===== src/hw/pmdtc_pkg.sv =====
// Package of constants and types for the power-mode direct transfer controller
package pmdtc_pkg;
  // ==========================================================
  // Register map (byte addresses)
  localparam logic [7:0] ADDR_SYSCTL1 = 8'h00;
  localparam logic [7:0] ADDR_SYSCTL2 = 8'h04;
  localparam logic [7:0] ADDR_TMRMODE = 8'h08;
  localparam logic [7:0] ADDR_IRQEN2 = 8'h0c;
  localparam logic [7:0] ADDR_STATUS = 8'h10;
  // ==========================================================
  // Field positions
  localparam int SC1_STANDBY_SELECT_BIT = 0;
  localparam int SC1_LSPD_BIT = 1;
  localparam int SC1_WAIT_LSB = 2;
  localparam int SC2_MSPD_BIT = 0;
  localparam int SC2_DTEN_BIT = 1;
  localparam int SC2_SADIV_LO_BIT = 2;
  localparam int SC2_SADIV_HI_BIT = 3;
  localparam int TMR_MODE_BIT = 0;
  localparam int IEN_DT_BIT = 0;
  localparam int ST_MODE_LSB = 0;
  localparam int ST_BUSY_BIT = 3;
  localparam int ST_CPURST_BIT = 4;
  // ==========================================================
  // Timing, in states of the relevant CPU clock
  localparam int PRE_STATES = 3;
  localparam int EXC_STATES = 14;
  localparam int SETTLE_BASE_STATES = 8192;
  localparam int WAIT_CODE_MAX = 4;
  localparam int CNT_W = 18;
  // Source clock cycles per CPU state (watch clock in subactive); medium speed is one eighth of high speed
  localparam logic [4:0] DIV_HIGH = 5'h02;
  localparam logic [4:0] DIV_MED = 5'h10;
  localparam logic [4:0] DIV_SUB2 = 5'h02;
  localparam logic [4:0] DIV_SUB4 = 5'h04;
  localparam logic [4:0] DIV_SUB8 = 5'h08;
  // ==========================================================
  // Modes and controller states
  typedef enum logic [2:0] {
    MD_HIGH, MD_MED, MD_SUB, MD_SLEEP, MD_STANDBY, MD_WATCH, MD_SUBSLEEP
  } pmdtc_mode_e;
  typedef enum logic [2:0] {
    ST_RUN, ST_PRE, ST_SETTLE, ST_EXC, ST_LOW
  } pmdtc_state_e;
endpackage


===== src/hw/pmdtc_clkdiv.sv =====
// Enable-pulse divider for the CPU state clock
`timescale 1ns/1ps
`default_nettype none
module pmdtc_clkdiv (
  input wire logic pclk,
  input wire logic presetn,
  input wire logic src_en,
  input wire logic run,
  input wire logic [4:0] div,
  output logic tick
);
  import pmdtc_pkg::*;

  logic [4:0] cnt_ff;
  logic tick_ff;
  wire logic last = (cnt_ff >= div - 5'h01);
  wire logic [4:0] nxt_cnt = (!run) ? 5'h00 : (src_en ? (last ? 5'h00 : cnt_ff + 5'h01) : cnt_ff);
  wire logic nxt_tick = run && src_en && last;

  // Stopped clock restarts from a full period so the first state is never short
  always_ff @(posedge pclk or negedge presetn) begin
    if (!presetn) begin
      cnt_ff <= 5'h00;
      tick_ff <= 1'b0;
    end else begin
      cnt_ff <= nxt_cnt;
      tick_ff <= nxt_tick;
    end
  end

  assign tick = tick_ff;
endmodule // pmdtc_clkdiv
`default_nettype wire


===== src/hw/pmdtc_top.sv =====
// Power-mode controller: medium-speed exit and direct transfers between run modes
// Overview of operation
// Medium-speed mode is left only by a sleep instruction or by reset.
// Medium speed, sleep with standby 1, low-speed 0, timer bit 0: standby.
// Medium speed, sleep with standby 1 and timer bit 1: watch mode.
// Medium speed, sleep with standby and low-speed both 0: sleep mode.
// Reset low puts the CPU into reset and ends medium-speed mode at once.
// Medium-speed CPU clock is one eighth of the high-speed clock.
// Tone generator keeps the undivided oscillator clock in medium speed.
// Direct-transfer enable makes sleep switch run modes, then raises the interrupt.
// Direct-transfer interrupt disabled: the attempt ends in sleep or watch.
// Interrupt mask set: sleep or watch is entered and no interrupt wakes it.
// High speed to medium speed via sleep when conditions of that transfer hold.
// Medium speed to high speed via sleep when conditions of that transfer hold.
// High or medium speed to subactive via watch when all four bits are 1.
// Subactive to high speed via watch, completing after the settling wait.
// Subactive to medium speed via watch, completing after the settling wait.
// Transfer time: 3 old-clock states plus 14 new-clock exception states.
// Out of subactive, settling wait is added, counted in new system clocks.
// Wait code 0..3 gives 8192 times 1,2,4,8 states; top bit gives 131072.
// Subactive CPU clock is watch clock divided by 2, 4 or 8.
// Mode is held in a register; control bits sampled only at sleep completion. Code reads wait bits after the old-clock states, divider bits live.
//
// Added by the designer: the APB slave port and the register offsets.
`timescale 1ns/1ps
`default_nettype none
module pmdtc_top #(
  parameter int SETTLE_BASE = pmdtc_pkg::SETTLE_BASE_STATES
) (
  input wire logic pclk,
  input wire logic presetn,
  input wire logic psel,
  input wire logic penable,
  input wire logic pwrite,
  input wire logic [7:0] paddr,
  input wire logic [31:0] pwdata,
  output logic [31:0] prdata,
  output logic pready,
  output logic pslverr,
  input wire logic reset_input_n,
  input wire logic sleep_req,
  input wire logic irq_mask,
  input wire logic wake_req,
  input wire logic watch_tick,
  output logic [2:0] mode,
  output logic cpu_clk_en,
  output logic tone_clk_en,
  output logic cpu_reset,
  output logic dt_irq,
  output logic xfer_busy
);
  import pmdtc_pkg::*;

  // ==========================================================
  // Settling wait decode
  function automatic logic [CNT_W-1:0] settle_states(input logic [2:0] code);
    logic [CNT_W-1:0] base;
    base = CNT_W'(SETTLE_BASE);
    if (code[2]) settle_states = base << WAIT_CODE_MAX;
    else settle_states = base << code[1:0];
  endfunction

  // ==========================================================
  // Registers
  logic standby_select_ff, lspd_ff, mspd_ff, dten_ff, tmode_ff, dtien_ff;
  logic [2:0] wait_ff;
  logic [1:0] sadiv_ff;
  logic [31:0] prdata_ff;
  logic pready_ff, pslverr_ff;
  pmdtc_mode_e mode_ff, ret_mode_ff, tgt_ff;
  pmdtc_state_e st_ff;
  logic [CNT_W-1:0] cnt_ff;
  logic from_sub_ff, dt_irq_ff, busy_ff, cpurst_ff, tone_ff;

  // ==========================================================
  // APB decode; zero wait states, answer registered in the setup cycle
  wire logic setup = psel && !penable;
  wire logic wr_en = psel && penable && pready_ff && pwrite;
  wire logic hit_sc1 = (paddr == ADDR_SYSCTL1);
  wire logic hit_sc2 = (paddr == ADDR_SYSCTL2);
  wire logic hit_tmr = (paddr == ADDR_TMRMODE);
  wire logic hit_ien = (paddr == ADDR_IRQEN2);
  wire logic hit_st = (paddr == ADDR_STATUS);
  wire logic mapped = hit_sc1 || hit_sc2 || hit_tmr || hit_ien || hit_st;
  wire logic [31:0] sc1_val = {27'h0, wait_ff, lspd_ff, standby_select_ff};
  wire logic [31:0] sc2_val = {28'h0, sadiv_ff, dten_ff, mspd_ff};
  wire logic [31:0] st_val = {27'h0, cpurst_ff, busy_ff, 3'(mode_ff)};
  wire logic [31:0] rd_mux = hit_sc1 ? sc1_val :
                             hit_sc2 ? sc2_val :
                             hit_tmr ? {31'h0, tmode_ff} :
                             hit_ien ? {31'h0, dtien_ff} :
                             hit_st ? st_val : 32'h0;

  always_ff @(posedge pclk or negedge presetn) begin
    if (!presetn) begin
      pready_ff <= 1'b0;
      pslverr_ff <= 1'b0;
      prdata_ff <= 32'h0;
    end else begin
      pready_ff <= setup;
      pslverr_ff <= setup && !mapped;
      prdata_ff <= (setup && !pwrite) ? rd_mux : 32'h0;
    end
  end

  always_ff @(posedge pclk or negedge presetn) begin
    if (!presetn) begin
      {standby_select_ff, lspd_ff, mspd_ff, dten_ff, tmode_ff, dtien_ff} <= 6'h00;
      wait_ff <= 3'h0;
      sadiv_ff <= 2'h0;
    end else if (wr_en) begin
      if (hit_sc1) begin
        standby_select_ff <= pwdata[SC1_STANDBY_SELECT_BIT];
        lspd_ff <= pwdata[SC1_LSPD_BIT];
        wait_ff <= pwdata[SC1_WAIT_LSB +: 3];
      end
      if (hit_sc2) begin
        mspd_ff <= pwdata[SC2_MSPD_BIT];
        dten_ff <= pwdata[SC2_DTEN_BIT];
        sadiv_ff <= {pwdata[SC2_SADIV_HI_BIT], pwdata[SC2_SADIV_LO_BIT]};
      end
      if (hit_tmr) tmode_ff <= pwdata[TMR_MODE_BIT];
      if (hit_ien) dtien_ff <= pwdata[IEN_DT_BIT];
    end
  end

  // ==========================================================
  // CPU state clock
  wire logic in_high = (mode_ff == MD_HIGH);
  wire logic in_med = (mode_ff == MD_MED);
  wire logic in_sub = (mode_ff == MD_SUB);
  wire logic running = (in_high || in_med || in_sub) && reset_input_n;
  wire logic [4:0] sub_div = (sadiv_ff == 2'h0) ? DIV_SUB8 :
                             (sadiv_ff == 2'h1) ? DIV_SUB4 : DIV_SUB2;
  wire logic [4:0] cur_div = in_sub ? sub_div : (in_med ? DIV_MED : DIV_HIGH);
  wire logic div_src = in_sub ? watch_tick : 1'b1;
  logic tick;

  pmdtc_clkdiv u_div (
    .pclk(pclk),
    .presetn(presetn),
    .src_en(div_src),
    .run(running),
    .div(cur_div),
    .tick(tick)
  );

  // ==========================================================
  // Sleep decode, sampled only when the instruction completes
  wire logic active = in_high || in_med;
  wire logic dt_ok = dten_ff && dtien_ff && !irq_mask;
  wire logic to_med = active && in_high && !standby_select_ff && !lspd_ff && mspd_ff;
  wire logic to_high = in_med && !standby_select_ff && !lspd_ff && !mspd_ff;
  wire logic to_sub = active && standby_select_ff && lspd_ff && tmode_ff;
  wire logic sub_out = in_sub && standby_select_ff && !lspd_ff && tmode_ff;
  wire logic dt_go = dt_ok && (to_med || to_high || to_sub || sub_out);
  wire pmdtc_mode_e dt_tgt = to_med ? MD_MED :
                             to_high ? MD_HIGH :
                             to_sub ? MD_SUB :
                             (mspd_ff ? MD_MED : MD_HIGH);
  wire pmdtc_mode_e low_tgt =
    (standby_select_ff && tmode_ff) ? MD_WATCH :
    (active && standby_select_ff && !lspd_ff) ? MD_STANDBY :
    (active && !standby_select_ff && !lspd_ff) ? MD_SLEEP :
    (in_sub && !standby_select_ff && lspd_ff && tmode_ff) ? MD_SUBSLEEP : mode_ff;
  wire logic take = (st_ff == ST_RUN) && running && sleep_req;
  wire logic cnt_done = tick && (cnt_ff == '0);
  wire logic [CNT_W-1:0] pre_cnt = CNT_W'(PRE_STATES - 1);
  wire logic [CNT_W-1:0] exc_cnt = CNT_W'(EXC_STATES - 1);
  wire logic [CNT_W-1:0] set_cnt = settle_states(wait_ff) - CNT_W'(1);
  wire logic wake_ok = wake_req && !irq_mask;

  // ==========================================================
  // Mode and transfer sequencer
  pmdtc_state_e nxt_st;
  pmdtc_mode_e nxt_mode, nxt_ret;
  logic [CNT_W-1:0] nxt_cnt;
  logic nxt_irq;

  always_comb begin
    nxt_st = st_ff;
    nxt_mode = mode_ff;
    nxt_ret = ret_mode_ff;
    nxt_cnt = (tick && cnt_ff != '0) ? cnt_ff - CNT_W'(1) : cnt_ff;
    nxt_irq = 1'b0;
    case (st_ff)
      ST_RUN: begin
        if (take && dt_go) begin
          nxt_st = ST_PRE;
          nxt_cnt = pre_cnt;
        end else if (take && low_tgt != mode_ff) begin
          nxt_st = ST_LOW;
          nxt_ret = mode_ff;
          nxt_mode = low_tgt;
        end
      end
      ST_PRE: begin
        if (cnt_done) begin
          nxt_mode = tgt_ff;
          nxt_st = from_sub_ff ? ST_SETTLE : ST_EXC;
          nxt_cnt = from_sub_ff ? set_cnt : exc_cnt;
          nxt_irq = !from_sub_ff;
        end
      end
      ST_SETTLE: begin
        if (cnt_done) begin
          nxt_st = ST_EXC;
          nxt_cnt = exc_cnt;
          nxt_irq = 1'b1;
        end
      end
      ST_EXC: begin
        if (cnt_done) nxt_st = ST_RUN;
      end
      ST_LOW: begin
        if (wake_ok) begin
          nxt_st = ST_RUN;
          nxt_mode = ret_mode_ff;
        end
      end
      default: nxt_st = ST_RUN;
    endcase
  end

  always_ff @(posedge pclk or negedge presetn) begin
    if (!presetn) begin
      st_ff <= ST_RUN;
      mode_ff <= MD_HIGH;
      ret_mode_ff <= MD_HIGH;
      tgt_ff <= MD_HIGH;
      cnt_ff <= '0;
      from_sub_ff <= 1'b0;
      dt_irq_ff <= 1'b0;
      busy_ff <= 1'b0;
      cpurst_ff <= 1'b1;
      tone_ff <= 1'b0;
    end else if (!reset_input_n) begin
      // Pin reset aborts any transfer and drops back to high speed at once
      st_ff <= ST_RUN;
      mode_ff <= MD_HIGH;
      cnt_ff <= '0;
      dt_irq_ff <= 1'b0;
      busy_ff <= 1'b0;
      cpurst_ff <= 1'b1;
      tone_ff <= 1'b1;
    end else begin
      st_ff <= nxt_st;
      mode_ff <= nxt_mode;
      ret_mode_ff <= nxt_ret;
      cnt_ff <= nxt_cnt;
      if (take) begin
        tgt_ff <= dt_tgt;
        from_sub_ff <= in_sub;
      end
      dt_irq_ff <= nxt_irq;
      busy_ff <= (nxt_st == ST_PRE) || (nxt_st == ST_SETTLE) || (nxt_st == ST_EXC);
      cpurst_ff <= 1'b0;
      // Oscillator runs unless standby, watch or subsleep stop it; never follows CPU divider
      tone_ff <= (nxt_mode != MD_STANDBY) && (nxt_mode != MD_WATCH) &&
                 (nxt_mode != MD_SUBSLEEP);
    end
  end

  // ==========================================================
  // Outputs
  assign prdata = prdata_ff;
  assign pready = pready_ff;
  assign pslverr = pslverr_ff;
  assign mode = 3'(mode_ff);
  assign cpu_clk_en = tick;
  assign tone_clk_en = tone_ff;
  assign cpu_reset = cpurst_ff;
  assign dt_irq = dt_irq_ff;
  assign xfer_busy = busy_ff;
endmodule // pmdtc_top
`default_nettype wire


===== config.mk =====
export PLATFORM = sky130hd
export DESIGN_NAME = pmdtc_top
export DESIGN_NICKNAME = d
export VERILOG_FILES = /design/src/hw/pmdtc_pkg.sv /design/src/hw/pmdtc_clkdiv.sv /design/src/hw/pmdtc_top.sv
export SDC_FILE = /design/constraint.sdc
export NUM_CORES = 1
export LEC_CHECK = 0
export ABC_CLOCK_PERIOD_IN_PS = 2470
export BUFFER_PORTS_ARGS = -buffer_cell sky130_fd_sc_hd__buf_2
export CORE_ASPECT_RATIO = 0.5
export CORE_MARGIN = 8
export CORE_UTILIZATION = 48
export CTS_CLUSTER_DIAMETER = 40
export DETAILED_ROUTE_END_ITERATION = 16
export HOLD_SLACK_MARGIN = 0.05
export PLACE_DENSITY = 0.77
export SLEW_MARGIN = 20
export SYNTH_ARGS = -nofsm -noshare
export SYNTH_HDL_FRONTEND = slang
export SYNTH_SLANG_ARGS = --single-unit

===== constraint.sdc =====
create_clock -name pclk -period 2.47 [get_ports pclk]
set_clock_uncertainty 0.05 [all_clocks]
set_input_delay 0.247 -clock pclk [delete_from_list [all_inputs] [get_ports pclk]]
set_output_delay 0.247 -clock pclk [all_outputs]
set_load 0.01 [all_outputs]

### Word level (Yosys, flattened, before mapping)

Cells that the tools add are included.

* flip-flop bits (word level): 59
* latch bits: 0
* bits in writable memories: 0
* ROM bits: 0
* input bits: 50
* output and inout bits: 42
* memories kept: 0

* $add $sub $neg: 4
* multipliers: 0
* div/mod/pow operators: 0
* magnitude comparators: 1
* equality and inequality tests: 19
* shift operators: 1
* multiplexer cells: 52
* bitwise operators: 1
* reductions and logical operators: 72

Operators by type and width (count)
* $mux W18: 7
* $mux W5: 11
* $pmux W18 S3: 1
* $mux W3: 17
* $logic_and A1 B1 Y1: 41
* $sub A18 B1 Y18 const B: 2
* $logic_not A18 Y1: 1
* $reduce_bool A18 Y1: 1
* $shl A14 B2 Y18 const A: 1
* $eq A8 B4 Y1 const B: 2
* $eq A3 B2 Y1 const B: 5
* $pmux W3 S5: 1
* $logic_or A1 B1 Y1: 11
* $reduce_and A2 Y1: 5
* $eq A3 B1 Y1 const B: 3
* $mux W1: 9
* $ne A3 B3 Y1 const B: 3
* $pmux W3 S3: 1
* $eq A8 B3 Y1 const B: 1
* $eq A8 B5 Y1 const B: 1
* $logic_not A1 Y1: 8
* $logic_not A8 Y1: 1
* $logic_not A3 Y1: 2
* $mux W2: 3
* other kinds (12): 12

### Logic depth before layout (Yosys ltp)

* depth in word-level cells: 17
* mapped depth: 12

### By module

Synthesis repeated with hierarchy kept, for this count alone.

* cell total of the unflattened synthesis: 385
* area total of the unflattened synthesis: 3543.4 um^2

By module, submodules not included
* pmdtc_top: times used 1, cells each 339, area each 3090.5 um^2, seq. area each 1302.5 um^2
* pmdtc_clkdiv: times used 1, cells each 46, area each 452.9 um^2, seq. area each 150.1 um^2

### Least setup slack after synthesis

No wires, ideal clock.

* path type: register to register
* start: register cnt_ff[8]
* end: register tone_ff, in the netlist tone_clk_en
* data arrival time: 2205 ps
* data required time: 2277 ps
* setup slack: 73 ps
* stages on the path, launching flop included: 9
* clock period less this slack: 2397 ps
* cells stage by stage: dfrtp_1 > or4_1 > buf_2 > or4_4 > buf_6 > o31ai_4 > a21oi_2 > nor4_4 > o211ai_1

* word-level cells in the longest chain between the ends: 8
* elaborated cells on any way between the ends: 10

Ends and longest elaborated chain
* from (decl): line pmdtc_top.sv:72 `logic [CNT_W-1:0] cnt_ff;`
* from (signal assigned): line pmdtc_top.sv:250 `cnt_ff <= nxt_cnt;`
* $logic_not A18 Y1 (*): line pmdtc_top.sv:167 `wire logic cnt_done = tick && (cnt_ff == '0);`
* $logic_and A1 B1 Y1 (*): line pmdtc_top.sv:167
* $mux W3 (*): line pmdtc_top.sv:198 `if (cnt_done) begin`
* $pmux W3 S3 (*): line pmdtc_top.sv:186 `case (st_ff)`
* $ne A3 B3 Y1: line pmdtc_top.sv:259 `tone_ff <= (nxt_mode != MD_STANDBY) && (nxt_mode != MD_WATCH) &&`
* $logic_and A1 B1 Y1: line pmdtc_top.sv:259
* $logic_and A1 B1 Y1 (*): line pmdtc_top.sv:259
* $mux W1 (*): line pmdtc_top.sv:237 `end else if (!reset_input_n) begin`
* to (signal assigned): line pmdtc_top.sv:259
* to (decl): line pmdtc_top.sv:73 `logic from_sub_ff, dt_irq_ff, busy_ff, cpurst_ff, tone_ff;`

Mark *: on every way between the ends. The rest lies on a longest branch, timed or not.
A chain may end at the register's enable or synchronous reset.

### Worst setup path in the final report

Ends and elaborated chain as after synthesis.

==> results.md <==
- Status: finished clean
- Max-slew violations: 0
- Area Overhead vs Synth: 19.2%
- # rows: 22
- Antenna violations before repair: 0
- CP endpoint kind: register
- Setup violators final: 0
- Synth warnings: 0
- Share of layout cells above drive strength 1: 23.8%
- PnR worst setup slack: 126 ps
- Peak VDD IR: 729 uV
- Delay-heaviest family, CP: simple AND/OR/NAND/NOR gates
- Actual slew at the worst max-slew pin: 607 ps
- Die width: 137 um
- Post-DR wirelength/cell: 16.0 um
- Crit path launch: cnt_ff[8]
- Crit path largest cell delay: 570 ps
- Leak Pwr: 1.96 nW
- Synth Register Bits: 58
- First-pass detailed-route iteration total: 5
- Vias per inst: 5.67
- Int Power: 2.88 mW
- Largest net degree at the start of global routing: 34
- Async SR Flop Fraction: 100%
- Final Instance Count excl. Fillers: 537
- Post-DP HPWL: 6.20 mm
- Max Root-Sink Buffers: 2
- Final min period: 2340 ps
- Vias: 3047
- Placed cells: 520
- Min-Delay Path Class: in2reg
- Post-layout nets: 491
- Worst Path Buf+Inv: 0
- Drc violations: 0
- Die Ht: 76.5 um
- Placed Area: 0.00385 mm^2
- Register share of total power: 26.6%
- Hold wc startpoint: pwdata[4]
- Hold slack: 70.1 ps
- Critical Path AT: 2500 ps
- I/O pins: 92
- PortBufs: 37
- Final Power: 4.72 mW
- Top FF cell, synth: dfrtp_1
- Util after Layout: 58.1%
- Die Area: 0.0105 mm^2
- RSZ-0062 raised after global routing: no
- Crit-path max FO: 5
- Yosys cell types: 55
- GPL Wtd Cong: 0.913
- Cell Pwr Density: 1130 mW/mm^2
- Grt ovf: 0
- # Max-Cap Violations: 0
- CTS buffer count: 9
- First-pass GRT wire length: 14.4 mm
- Fillers: 608
- Worst slew margin: 59.5%
- GRT Util Overall: 16.8%
- Post-route cell area: 0.00419 mm^2
- Post-Synthesis Cells: 381
- Slowest CP cell: or4_4
- Sw power: 1.83 mW
- Syn_area_per_cell: 9.22 um^2
- Combinational fraction of design power: 45.4%
- Clock Latency Late Sink: 330 ps
- H-tree Lvls: 3
- Most frequent CP cell: or4_4
- CP Class: reg2reg
- Drt initial violations: 294
- Sequential-to-total area share from yosys stat: 41.4%
- Initial Utilization: 48.7%
- CTS tree: built
- Inserted Diodes: 0
- Startpoint types: register
- Root buffer cell: clkbuf_16
- Clk sink count: 58
- Vias in the first global route: 3026
- Final Hold Viols: 0
- Core area: 0.00721 mm^2
- Fmax achieved: 427 MHz
- Sw Ratio: 38.9%
- Syn Std Cell Area: 0.00351 mm^2
- EDFF count, synth: 0
- Tcrit/Tclk final: 94.9%
- CP Data Required Time: 2620 ps
- Pre-CTS setup slack: 112 ps
- ANT nets after route: 0
- Worst path cell trace: or4_4 > or4_4 > o31ai_4 > a21oi_2 > nor4_4 > o211ai_1
- Routed wire length: 8.58 mm
- Clock transition at path regs: 50 ps
- Final TNS setup: 0 ps
- RR Startpoint: cnt_ff[8]
- Power share of the clock group: 28.0%
[final cells by class]
class	count	area (um^2)	share of cell area, %
inverter	14	52.6	1.26
multi-input combinational	290	1830	43.8
tap	96	120	2.87
clock buffer	9	225	5.38
sequential	58	1450	34.7
clock inverter	7	93.8	2.24
timing repair buffer	63	408	9.74
[worst paths after layout]
kind / endpoint / slack (ps) / cells past startpoint
max: tone_clk_en / 130 / 6
min: wait_ff[2] / 70 / 3
min in group asynchronous: u_div.tick / 430 / 2
min reg2reg: u_div.cnt_ff[4] / 430 / 2
max in group asynchronous: cpu_reset / 1280 / 3
max reg2reg: tone_clk_en / 130 / 6
[timing repair]
item	CTS	global route
gates resized for setup	0	2
hold buffers	1	0
endpoints found under the setup margin	0	2
hold endpoints to repair	25	0
buffers inserted	0	0
[power groups by stage]
stage	sequential [mW]	clock, mW	combinational (mW)
after floorplan	1.24	0	1.40
after global placement	1.25	0	1.99
after detailed placement	1.26	0	2.02
after CTS	1.25	1.34	2.06
after global routing	1.27	1.38	2.35
final	1.25	1.32	2.14
[cell families (layout without fill, tap and decap cells)]
family / after synthesis / count (layout) / share of synthesized area, %
buf+inv: 59 / 93 / 9.48
other cells: 1 / 27 / 0.107
compound gates: 88 / 88 / 16.7
simple gates: 136 / 136 / 21.2
mux: 15 / 15 / 4.67
fa+ha+maj: 5 / 5 / 1.78
flops: 58 / 58 / 41.4
xor+xnor: 19 / 19 / 4.74
[state kept, by name, summed over array words and instances (netlist names), 2 cells and up]
| register | flops |
|---|---|
| u_div.cnt_ff | 5 |
| prdata | 5 |
| sadiv_ff | 2 |
| st_ff | 3 |
| tgt_ff | 2 |
| cnt_ff | 18 |
| ret_mode_ff | 3 |
| mode | 3 |
| wait_ff | 3 |
[layer usage]
metal / wire, um / track usage, % / vias up / share of wire [%]
met4: 150 / 6.46 / 0 / 1.7
met1: 3710 / 22.4 / 1464 / 43
li1: - / - / 1411 / -
met5: 0 / 0 / - / 0
met3: 682 / 4.28 / 19 / 7.9
met2: 4040 / 25.5 / 153 / 47
[cell usage after synthesis (2+ instances only)]
library cell	instances	area, um^2
and2_1	4	25.0
nor4_1	7	43.8
o221a_2	4	45.0
nor4_4	2	42.5
ha_1	5	62.6
xor2_1	7	61.3
buf_4	27	203
nand4_1	4	25.0
and3b_1	4	35.0
a211oi_1	2	15.0
or4_1	3	22.5
or3_1	6	37.5
nand2_1	29	109
nand3_1	7	35.0
nor3_1	14	70.1
buf_2	2	10.0
dfrtp_1	57	1430
o31ai_1	2	15.0
o21bai_1	2	15.0
a31oi_1	3	18.8
nor2b_1	10	62.6
clkbuf_1	15	56.3
nor3b_1	2	15.0
nand2b_1	11	68.8
xnor2_1	12	105
a21oi_1	19	95.1
a21o_1	2	15.0
o21ai_0	28	140
nor2_1	27	101
o22ai_1	5	31.3
o31a_1	2	17.5
inv_1	14	52.6
nand3b_1	3	22.5
mux2i_1	4	40.0
o211ai_1	6	45.0
mux2_2	11	124
[cell usage in the layout (no fill, tap or decap), drive strengths merged, types with 7 or more instances in the layout]
master	synthesis	final
nor3	15	15
nand3	7	7
conb	1	27
clkbuf	15	9
o211ai	7	7
nor2b	10	10
nor2	27	27
o21ai	28	28
nor4	9	9
buf	30	62
nand2b	11	11
nand2	29	29
xor2	7	7
inv	14	14
xnor2	12	12
mux2	11	11
dfrtp	57	57
a21oi	20	20
[tightest hold or removal path, delay by kind of cell]
family	cells	cell delay (ps)
AOI/OAI and AO/OA	1	50
and+or+nand+nor	1	30
buffers and inverters	1	80
No activity file was read; power rests on OpenSTA's default activity.
